[config.mk]
export PLATFORM = sky130hd
export DESIGN_NAME = debug_reset_seq
export DESIGN_NICKNAME = d
export VERILOG_FILES = /design/src/debug_reset_seq.v
export VERILOG_INCLUDE_DIRS = /design/src
export SDC_FILE = /design/constraint.sdc
export NUM_CORES = 1
export LEC_CHECK = 0
export ABC_AREA = 1
export BUFFER_PORTS_ARGS = -buffer_cell sky130_fd_sc_hd__buf_2
export CORE_ASPECT_RATIO = 0.5
export CORE_MARGIN = 2
export CORE_UTILIZATION = 58
export CTS_BUF_LIST = sky130_fd_sc_hd__clkbuf_16
export DETAILED_ROUTE_END_ITERATION = 8
export PLACE_DENSITY = 0.9
export SLEW_MARGIN = 20
export SYNTH_ARGS = -nofsm -noshare
export SYNTH_HDL_FRONTEND = slang
export SYNTH_SLANG_ARGS = --single-unit
[constraint.sdc]
create_clock -name clk_sys_in -period 3 [get_ports clk_sys_in]
set_input_delay 0.6 -clock clk_sys_in [delete_from_list [all_inputs] [get_ports clk_sys_in]]
set_output_delay 0.6 -clock clk_sys_in [all_outputs]
set_load 0.1 [all_outputs]
[src/debug_reset_seq_regs.vh]
`ifndef DEBUG_RESET_SEQ_REGS_VH
`define DEBUG_RESET_SEQ_REGS_VH

// =====================================================================
// Software register offsets (byte addresses, one word each).
// =====================================================================
`define SEQ_CTRL_OFFSET 8'h00
`define SEQ_STATUS_OFFSET 8'h04
`define SEQ_WD_ADDR_OFFSET 8'h08
`define SEQ_WD_DATA_OFFSET 8'h0C
`define SEQ_BOOT_WAIT_OFFSET 8'h10
`define SEQ_CLK_DIV_OFFSET 8'h14

// Control register fields.
`define SEQ_CTRL_START_BIT 0
`define SEQ_CTRL_STRAT_LSB 4
`define SEQ_CTRL_STRAT_MSB 7

// Reset values of the software registers.
`define SEQ_STRAT_RESET 4'h0
`define SEQ_WD_ADDR_RESET 32'h00000000
`define SEQ_WD_DATA_RESET 32'h00000000
`define SEQ_BOOT_WAIT_RESET 32'h00000400
`define SEQ_CLK_DIV_RESET 16'h0009

// =====================================================================
// Target debug register map and values.
// =====================================================================
`define TGT_HALT_CTRL_STATUS_ADDR 32'hE000EDF0
`define TGT_DEBUG_EXC_MON_CTRL_ADDR 32'hE000EDFC
`define TGT_APP_INT_RESET_CTRL_ADDR 32'hE000ED0C
`define TGT_HALT_REQUEST_VALUE 32'hA05F0003
`define TGT_SYS_RESET_REQ_VALUE 32'h05FA0004
`define TGT_VECTOR_CATCH_SET_VALUE 32'h00000001
`define TGT_VECTOR_CATCH_CLR_VALUE 32'h00000000
`define TGT_RESET_STICKY_BIT 25
`define TGT_HALTED_BIT 17

// =====================================================================
// Timing.
// =====================================================================
`define SEQ_CLK_MHZ 200
`define SEQ_RESET_HOLD_NS 1000
`define SEQ_RESET_HOLD_CYCLES ((`SEQ_RESET_HOLD_NS * `SEQ_CLK_MHZ + 999) / 1000)
`define SEQ_SWD_MIN_HZ 1000000
// Divider gives swd clock = sys / (2 * (div + 1)); largest div meeting the minimum.
`define SEQ_SWD_MAX_DIV ((`SEQ_CLK_MHZ * 1000000) / (2 * `SEQ_SWD_MIN_HZ) - 1)

`endif

[src/debug_reset_seq.v]
// Chosen here: the placing of the registers and the address-and-strobe port.
`timescale 1ns/100ps
`include "debug_reset_seq_regs.vh"

module debug_reset_seq #(
  parameter POLL_LIMIT = 65536
) (
  input wire clk_sys_in,
  input wire rst_n_in,
  // Software register port.
  input wire [7:0] reg_addr_in,
  input wire [31:0] reg_wdata_in,
  input wire reg_wr_in,
  input wire reg_rd_in,
  output reg [31:0] reg_rdata_out,
  // Target debug register access port, one access outstanding.
  output reg dbg_req_out,
  output reg dbg_write_out,
  output reg [31:0] dbg_addr_out,
  output reg [31:0] dbg_wdata_out,
  input wire dbg_ack_in,
  input wire [31:0] dbg_rdata_in,
  // Target reset line and serial debug clock divider.
  output reg target_reset_n_out,
  output reg [15:0] swd_clk_div_out,
  // Sequencer status.
  output reg busy_out,
  output reg halted_out,
  output reg error_out
);

  // ===================================================================
  // States, one-hot.
  // ===================================================================
  localparam [12:0] ST_IDLE = 13'h0001;
  localparam [12:0] ST_PIN_LOW = 13'h0002;
  localparam [12:0] ST_WR_VC = 13'h0004;
  localparam [12:0] ST_WR_HALT = 13'h0008;
  localparam [12:0] ST_PIN_REL = 13'h0010;
  localparam [12:0] ST_WR_SYSRST = 13'h0020;
  localparam [12:0] ST_POLL_HI = 13'h0040;
  localparam [12:0] ST_POLL_LO = 13'h0080;
  localparam [12:0] ST_CLR_VC = 13'h0100;
  localparam [12:0] ST_BOOT_WAIT = 13'h0200;
  localparam [12:0] ST_CHK_HALT = 13'h0400;
  localparam [12:0] ST_WR_WD = 13'h0800;
  localparam [12:0] ST_FINISH = 13'h1000;

  localparam [31:0] HOLD_CYCLES = `SEQ_RESET_HOLD_CYCLES;

  localparam [31:0] SWD_MAX_DIV_W = `SEQ_SWD_MAX_DIV;
  localparam [15:0] SWD_MAX_DIV = SWD_MAX_DIV_W[15:0];
  localparam [31:0] POLL_LIMIT_W = POLL_LIMIT;

  // ===================================================================
  // Registers.
  // ===================================================================
  reg [12:0] state_reg; // Current sequencer state.
  reg [3:0] strat_reg; // Strategy number software selected.
  reg [3:0] run_strat_reg; // Strategy latched at start.
  reg [31:0] wd_addr_reg; // Target address of the watchdog disable write.
  reg [31:0] wd_data_reg; // Value that disables the watchdog.
  reg [31:0] boot_wait_reg; // Cycles allowed for the bootloader or kernel.
  reg [15:0] clk_div_reg; // Software's serial clock divider.
  reg [31:0] count_reg; // Hold, wait and poll counter.
  reg pend_reg; // A debug access is in flight.
  reg unsupported_reg; // Last start named a strategy we do not run.
  reg timeout_reg; // Last run gave up polling.

  wire start_w = reg_wr_in && (reg_addr_in == `SEQ_CTRL_OFFSET) &&
                 reg_wdata_in[`SEQ_CTRL_START_BIT];
  wire [3:0] start_strat_w = reg_wdata_in[`SEQ_CTRL_STRAT_MSB:`SEQ_CTRL_STRAT_LSB];
  wire sticky_w = dbg_rdata_in[`TGT_RESET_STICKY_BIT];
  wire halted_w = dbg_rdata_in[`TGT_HALTED_BIT];
  // Which strategies run a bootloader first and which write the watchdog.
  wire boot_w = (run_strat_reg == 4'h4) || (run_strat_reg == 4'h7) ||
                (run_strat_reg == 4'h9);
  wire wd_w = (run_strat_reg == 4'h6) || (run_strat_reg == 4'h9) ||
              (run_strat_reg == 4'hA);
  wire known_w = (start_strat_w == 4'h0) || (start_strat_w == 4'h3) ||
                 ((start_strat_w >= 4'h4) && (start_strat_w <= 4'hA));
  wire poll_over_w = (count_reg >= POLL_LIMIT_W);

  // ===================================================================
  // Software register writes.
  // ===================================================================
  // Only the strategy is latched at start; the other registers are used live,
  // so a write during a run takes effect in that same run.
  always @(posedge clk_sys_in or negedge rst_n_in) begin
    if (!rst_n_in) begin
      strat_reg <= `SEQ_STRAT_RESET;
      wd_addr_reg <= `SEQ_WD_ADDR_RESET;
      wd_data_reg <= `SEQ_WD_DATA_RESET;
      boot_wait_reg <= `SEQ_BOOT_WAIT_RESET;
      clk_div_reg <= `SEQ_CLK_DIV_RESET;
    end else if (reg_wr_in) begin
      case (reg_addr_in)
        `SEQ_CTRL_OFFSET: strat_reg <= start_strat_w;
        `SEQ_WD_ADDR_OFFSET: wd_addr_reg <= reg_wdata_in;
        `SEQ_WD_DATA_OFFSET: wd_data_reg <= reg_wdata_in;
        `SEQ_BOOT_WAIT_OFFSET: boot_wait_reg <= reg_wdata_in;
        `SEQ_CLK_DIV_OFFSET: clk_div_reg <= reg_wdata_in[15:0];
        default: begin
          // Unmapped writes are ignored.
        end
      endcase
    end
  end

  // ===================================================================
  // Software register reads, data one cycle after the strobe.
  // ===================================================================
  always @(posedge clk_sys_in or negedge rst_n_in) begin
    if (!rst_n_in) begin
      reg_rdata_out <= 32'h00000000;
    end else if (reg_rd_in) begin
      case (reg_addr_in)
        `SEQ_CTRL_OFFSET: reg_rdata_out <= {24'h000000, strat_reg, 4'h0};
        `SEQ_STATUS_OFFSET: reg_rdata_out <= {3'h0, state_reg, 11'h000,
          timeout_reg, unsupported_reg, error_out, halted_out, busy_out};
        `SEQ_WD_ADDR_OFFSET: reg_rdata_out <= wd_addr_reg;
        `SEQ_WD_DATA_OFFSET: reg_rdata_out <= wd_data_reg;
        `SEQ_BOOT_WAIT_OFFSET: reg_rdata_out <= boot_wait_reg;
        `SEQ_CLK_DIV_OFFSET: reg_rdata_out <= {16'h0000, swd_clk_div_out};
        default: reg_rdata_out <= 32'h00000000;
      endcase
    end else begin
      reg_rdata_out <= 32'h00000000;
    end
  end

  // ===================================================================
  // Serial clock divider.
  // ===================================================================
  // The watchdog-racing strategy needs a fast serial clock, so the divider
  // is clamped to the slowest setting that still reaches the minimum rate.
  // The clamp starts on the start edge, so no access of that run goes out
  // slow; other runs use software's choice as is.
  always @(posedge clk_sys_in or negedge rst_n_in) begin
    if (!rst_n_in) begin
      swd_clk_div_out <= `SEQ_CLK_DIV_RESET;
    end else if ((clk_div_reg > SWD_MAX_DIV) && ((busy_out && (run_strat_reg == 4'h9)) ||
                 (start_w && !busy_out && (start_strat_w == 4'h9)))) begin
      swd_clk_div_out <= SWD_MAX_DIV;
    end else begin
      swd_clk_div_out <= clk_div_reg;
    end
  end

  // ===================================================================
  // Sequencer.
  // ===================================================================
  // Each access state raises a request, holds it until the target port
  // acknowledges, then moves on. Read states look at the data that comes
  // with the acknowledge.
  always @(posedge clk_sys_in or negedge rst_n_in) begin
    if (!rst_n_in) begin
      state_reg <= ST_IDLE;
      run_strat_reg <= 4'h0;
      count_reg <= 32'h00000000;
      pend_reg <= 1'b0;
      dbg_req_out <= 1'b0;
      dbg_write_out <= 1'b0;
      dbg_addr_out <= 32'h00000000;
      dbg_wdata_out <= 32'h00000000;
      target_reset_n_out <= 1'b1;
      busy_out <= 1'b0;
      halted_out <= 1'b0;
      error_out <= 1'b0;
      unsupported_reg <= 1'b0;
      timeout_reg <= 1'b0;
    end else begin
      case (state_reg)
        ST_IDLE: begin
          count_reg <= 32'h00000000;
          if (start_w) begin
            halted_out <= 1'b0;
            error_out <= !known_w;
            unsupported_reg <= !known_w;
            timeout_reg <= 1'b0;
            run_strat_reg <= start_strat_w;
            if (known_w) begin
              busy_out <= 1'b1;
              if (start_strat_w == 4'h3) begin
                state_reg <= ST_PIN_LOW;
              end else if ((start_strat_w == 4'h4) || (start_strat_w == 4'h7) ||
                           (start_strat_w == 4'h9)) begin
                state_reg <= ST_WR_SYSRST;
              end else begin
                state_reg <= ST_WR_VC;
              end
            end
          end
        end

        ST_PIN_LOW: begin
          // The line goes low here and stays low until after the catch and
          // halt request are written, so the core never runs a cycle.
          target_reset_n_out <= 1'b0;
          count_reg <= count_reg + 32'h00000001;
          if (count_reg + 32'h00000001 >= HOLD_CYCLES) begin
            count_reg <= 32'h00000000;
            state_reg <= ST_WR_VC;
          end
        end

        ST_WR_VC: begin
          if (!pend_reg) begin
            pend_reg <= 1'b1;
            dbg_req_out <= 1'b1;
            dbg_write_out <= 1'b1;
            dbg_addr_out <= `TGT_DEBUG_EXC_MON_CTRL_ADDR;
            dbg_wdata_out <= `TGT_VECTOR_CATCH_SET_VALUE;
          end else if (dbg_ack_in) begin
            pend_reg <= 1'b0;
            dbg_req_out <= 1'b0;
            state_reg <= (run_strat_reg == 4'h3) ? ST_WR_HALT : ST_WR_SYSRST;
          end
        end

        ST_WR_HALT: begin
          if (!pend_reg) begin
            pend_reg <= 1'b1;
            dbg_req_out <= 1'b1;
            dbg_write_out <= 1'b1;
            dbg_addr_out <= `TGT_HALT_CTRL_STATUS_ADDR;
            dbg_wdata_out <= `TGT_HALT_REQUEST_VALUE;
          end else if (dbg_ack_in) begin
            pend_reg <= 1'b0;
            dbg_req_out <= 1'b0;
            state_reg <= (run_strat_reg == 4'h3) ? ST_PIN_REL : ST_CHK_HALT;
          end
        end

        ST_PIN_REL: begin
          // Connection done under reset; now let the target come out of it.
          target_reset_n_out <= 1'b1;
          state_reg <= ST_POLL_LO;
        end

        ST_WR_SYSRST: begin
          if (!pend_reg) begin
            pend_reg <= 1'b1;
            dbg_req_out <= 1'b1;
            dbg_write_out <= 1'b1;
            dbg_addr_out <= `TGT_APP_INT_RESET_CTRL_ADDR;
            dbg_wdata_out <= `TGT_SYS_RESET_REQ_VALUE;
          end else if (dbg_ack_in) begin
            pend_reg <= 1'b0;
            dbg_req_out <= 1'b0;
            count_reg <= 32'h00000000;
            state_reg <= ST_POLL_HI;
          end
        end

        ST_POLL_HI, ST_POLL_LO, ST_CHK_HALT: begin
          // A target that never answers as hoped must not hang the probe.
          if (!pend_reg) begin
            if (poll_over_w) begin
              error_out <= 1'b1;
              timeout_reg <= 1'b1;
              state_reg <= ST_FINISH;
            end else begin
              pend_reg <= 1'b1;
              dbg_req_out <= 1'b1;
              dbg_write_out <= 1'b0;
              dbg_addr_out <= `TGT_HALT_CTRL_STATUS_ADDR;
              dbg_wdata_out <= 32'h00000000;
            end
          end else if (dbg_ack_in) begin
            pend_reg <= 1'b0;
            dbg_req_out <= 1'b0;
            count_reg <= count_reg + 32'h00000001;
            if ((state_reg == ST_POLL_HI) && sticky_w) begin
              count_reg <= 32'h00000000;
              state_reg <= ST_POLL_LO;
            end else if ((state_reg == ST_POLL_LO) && !sticky_w) begin
              count_reg <= 32'h00000000;
              state_reg <= boot_w ? ST_BOOT_WAIT : ST_CLR_VC;
            end else if ((state_reg == ST_CHK_HALT) && halted_w) begin
              state_reg <= wd_w ? ST_WR_WD : ST_FINISH;
              halted_out <= !wd_w;
            end
          end
        end

        ST_CLR_VC: begin
          if (!pend_reg) begin
            pend_reg <= 1'b1;
            dbg_req_out <= 1'b1;
            dbg_write_out <= 1'b1;
            dbg_addr_out <= `TGT_DEBUG_EXC_MON_CTRL_ADDR;
            dbg_wdata_out <= `TGT_VECTOR_CATCH_CLR_VALUE;
          end else if (dbg_ack_in) begin
            pend_reg <= 1'b0;
            dbg_req_out <= 1'b0;
            count_reg <= 32'h00000000;
            state_reg <= ST_CHK_HALT;
          end
        end

        ST_BOOT_WAIT: begin
          // Give the bootloader or kernel its time, then stop the core
          // before the application's first instruction.
          count_reg <= count_reg + 32'h00000001;
          if (count_reg >= boot_wait_reg) begin
            count_reg <= 32'h00000000;
            state_reg <= ST_WR_HALT;
          end
        end

        ST_WR_WD: begin
          // The watchdog keeps counting while halted, so this write goes out
          // right after the halt is seen.
          if (!pend_reg) begin
            pend_reg <= 1'b1;
            dbg_req_out <= 1'b1;
            dbg_write_out <= 1'b1;
            dbg_addr_out <= wd_addr_reg;
            dbg_wdata_out <= wd_data_reg;
          end else if (dbg_ack_in) begin
            pend_reg <= 1'b0;
            dbg_req_out <= 1'b0;
            halted_out <= 1'b1;
            state_reg <= ST_FINISH;
          end
        end

        ST_FINISH: begin
          busy_out <= 1'b0;
          target_reset_n_out <= 1'b1;
          state_reg <= ST_IDLE;
        end
        default: begin
          state_reg <= ST_IDLE;
          pend_reg <= 1'b0;
          dbg_req_out <= 1'b0;
          busy_out <= 1'b0;
        end
      endcase
    end
  end

endmodule

==> impl_metrics.toml <==
[synthesis]
synth_seq_cells = 286
synthesis.instances = 1899
synth_nets = 2010
post_synth_num_cell_types = 51
synth.yosys.warnings = 0
postSynthAreaPerCell_um2 = 7.763
synth-seq-area-share_pct = 48.61
post_synth_instance_area_mm2 = 0.01474

[global_routing]
remaining_global_route_overflow = 0
global_route_usage_over_all_layers_pct = 34.61
first_global_vias = 13166
number_of_antenna_violations_at_the_first_check_in_global_routing = 3
maximum_number_of_pins_on_one_net_before_global_route_repair = 83
grt_pass1_wl_um = 71790

[routing]
num_vias = 14498
detailedRoute.firstPassIterationCount = 7
post_drt_wl_per_cell_um = 19.12
routed_wirelength_um = 46320
drc = 0
route.detailed.vias_per_inst = 5.983
drtAntennaViolNets = 0
detail_route.iter0.violations = 2473

[timing]
fin_tns_setup_ns = 0
hold-worst-slack_ns = -0.002305
final_min_period_over_clock_period_pct = 96.54
timing_max_transition_violations_final = 0
hold_violations = 1
setup_repair_after_global_routing_missed_its_margin = "false"
timing.final.crit_period_ns = 2.896
relSlewSlack_pct = 34.04
tightest_slew_ns = 0.9790
setup_viol = 0
fmax_mhz = 345.3
final.setup_skew_ns = 0.02435

[run_status]
failed_checks = "hold timing"
outcome = "complete, but fails checks"

[critical_path]
startpoint_type = "flop"
cp-end-kind = "flop"
crit_type = "flop to flop"
worstPathMaxFanout = 82
crit_arrival_ns = 3.38
critPathRequiredTime_ns = 3.48

[placed_design]
final_weighted_congestion_in_routability_driven_placement = 1.003
place.detailed.hpwl_um = 33390
placement.io_buffers = 164

[final_layout]
final_layout_size_suffix_gt1_share_pct = 14.69
area_growth_syn_to_layout_pct = 15.13
num-nets-final = 2168
fillerInstances = 1878

[floorplan]
io-pin-count = 195
initial_util_pct = 58.77
dieHeight_um = 116.7
core.rowCount = 41
fp.dieW_um = 229.5
design.die.area_mm2 = 0.02678
core_box_area_mm2 = 0.02509

[clock_network]
cts_resized = 0
maximum_clock_insertion_buffer_count = 3
postCtsHoldBufs = 0
clock_insertion_delay_worst_skew_ns = 0.57
path_clk_slew_ns = 0.07
postCtsSetupBuffers = 0
cts_made_buffers = 27
clkSinkCount = 286
clock_tree.root_cell = "sky130_fd_sc_hd__clkbuf_16"
cts_tree = "yes"
h_tree_depth = 1

[flow_run]
maxCapViolCount = 0

[power_and_ir_drop]
power_leakage_nw = 8.450
powerDensity_mw_per_mm2 = 682.3
max-vdd-ir-drop_mv = 0.5090

[min_path]
hold_path_class = "primary input to asynchronous set/reset pin"
worst max-delay path: stages (launching register included):
cell and delay (ns):
sky130_fd_sc_hd__dfstp_2 0.55, sky130_fd_sc_hd__nor2_1 0.08, sky130_fd_sc_hd__nand2_2 0.13, sky130_fd_sc_hd__inv_1 0.08
sky130_fd_sc_hd__nand2_2 0.13, sky130_fd_sc_hd__nor2_2 0.09, sky130_fd_sc_hd__inv_2 0.22, sky130_fd_sc_hd__nand2_1 0.14
sky130_fd_sc_hd__nor3_1 0.36, sky130_fd_sc_hd__nand2_2 0.15, sky130_fd_sc_hd__nand2_2 0.14, sky130_fd_sc_hd__buf_12 0.29
sky130_fd_sc_hd__nor3_1 0.11, sky130_fd_sc_hd__o21bai_1 0.21, sky130_fd_sc_hd__inv_1 0.09
kinds of logic after synthesis:
logic type,count (synthesis),share of synthesized area (%)
adders and majority gates,34,2.886
and+or+nand+nor,938,27.25
xor gates and xnor gates,9,0.5857
AOI/OAI and AO/OA,337,12.87
DFF,286,48.61
buffers and inverters,295,7.809
worst paths after layout:
path	startpoint	to	slack [ns]	cells past startpoint
setup / recovery	state_reg[0]	dbg_addr_out[6]	0.10	14
hold / removal	rst_n_in	count_reg[8]	-0.002	1
setup reg to reg	state_reg[0]	dbg_addr_out[6]	0.10	14
hold reg to reg	clk_div_reg[3]	swd_clk_div_out[3]	0.45	2
max in group asynchronous	rst_n_in	dbg_addr_out[21]	2.23	2
min in group clk_sys_in	reg_wdata_in[4]	run_strat_reg[0]	0.31	3
cell type report:
cell class,count,area (µm²),share of cell area [%]
Tap cell,344,430.4,2.536
Inverter,228,855.8,5.042
Sequential cell,286,7166,42.22
Timing Repair Buffer,196,1171,6.900
Antenna cell,3,7.507,0.04423
Clock inverter,21,221.5,1.305
Multi-Input combinational cell,1318,6445,37.97
Clock buffer,27,675.6,3.981
layout by cell type (no fill, tap or decap), types with 3 or more instances in the layout:
cell                        netlist  final
sky130_fd_sc_hd__nor3_1          30     30
sky130_fd_sc_hd__clkinv_1         2      6
sky130_fd_sc_hd__a21oi_1         52     52
sky130_fd_sc_hd__buf_4            0     24
sky130_fd_sc_hd__nand3_1         80     80
sky130_fd_sc_hd__bufinv_16        0      4
sky130_fd_sc_hd__a21o_1           5      5
sky130_fd_sc_hd__a41oi_1          4      4
sky130_fd_sc_hd__nor2_2          10     10
sky130_fd_sc_hd__buf_2           17    163
sky130_fd_sc_hd__or2_2            6      6
sky130_fd_sc_hd__o22ai_1          3      3
sky130_fd_sc_hd__a221oi_1        27     27
sky130_fd_sc_hd__dfstp_2          7      7
sky130_fd_sc_hd__diode_2          0      3
sky130_fd_sc_hd__nand3b_1         3      3
sky130_fd_sc_hd__o21bai_1         7      7
sky130_fd_sc_hd__inv_1          216    222
sky130_fd_sc_hd__o21ai_0        204    204
sky130_fd_sc_hd__o211ai_1         5      5
sky130_fd_sc_hd__nor2_1         156    156
sky130_fd_sc_hd__nor2_4           8      8
sky130_fd_sc_hd__o21ai_2          3      3
sky130_fd_sc_hd__nand2_2         12     15
sky130_fd_sc_hd__ha_1            34     34
sky130_fd_sc_hd__clkbuf_16        0     27
sky130_fd_sc_hd__nor4_1          18     18
sky130_fd_sc_hd__xor2_1           6      6
sky130_fd_sc_hd__nand4_1         28     28
sky130_fd_sc_hd__buf_12           0      8
sky130_fd_sc_hd__nand2_1        572    569
sky130_fd_sc_hd__inv_2           10     10
sky130_fd_sc_hd__nand3_2          7      7
sky130_fd_sc_hd__a31oi_1          6      6
sky130_fd_sc_hd__o21ai_1         12     12
sky130_fd_sc_hd__dfrtp_1        279    279
cell usage after synthesis, drive strengths merged:
library cell	instances	share of area, %
a211oi	1	0.051
a21boi	1	0.051
a21o	5	0.25
a21oi	52	1.8
a221oi	27	1.6
a22o	1	0.059
a311oi	1	0.059
a31oi	6	0.25
a41oi	4	0.24
and2	1	0.042
and3	1	0.042
buf	22	0.86
clkbuf	45	1.1
clkinv	2	0.051
dfrtp	279	47
dfstp	7	1.2
ha	34	2.9
inv	226	5.8
nand2	584	15
nand3	87	3.2
nand3b	4	0.29
nand4	29	1.3
nor2	174	5.0
nor3	32	1.2
nor3b	1	0.051
nor4	18	0.76
o211ai	5	0.25
o21a	1	0.051
o21ai	219	7.5
o21bai	7	0.36
o22ai	3	0.13
o311ai	1	0.059
o31ai	1	0.051
o41ai	2	0.12
or2	7	0.30
xnor2	2	0.12
xor2	7	0.47
where the power goes:
group | switching, mW | internal (mW) | leakage [nW]
sequential | 0.266 | 4.19 | 3.83
combinational | 2.93 | 0.660 | 4.16
clock | 1.54 | 2.00 | 0.462
total | 4.74 | 6.84 | 8.45
stage by stage:
stage,std cells,instance area (µm²),utilization [%],setup slack (ns),total power [mW]
floorplan,1899,14740,-,0.8147,7.223
global placement,2372,16070,64.05,0.2638,7.980
detailed placement,2372,16070,64.05,0.2249,8.038
CTS,2420,16970,67.63,0.2960,11.54
global route,2420,16970,67.63,0.03522,11.98
finish,2423,16970,67.66,0.1038,11.58
per-layer routing:
metal | GRT usage (%) | vias to the layer above | part of all wire [%]
met3 | 10.23 | 198 | 13
met5 | 0 | - | 0.037
met1 | 46.80 | 6757 | 39
met2 | 53.58 | 1038 | 44
met4 | 13.03 | 2 | 4.2
li1 | - | 6503 | -
Note: power is estimated with default switching activity, not from simulation.
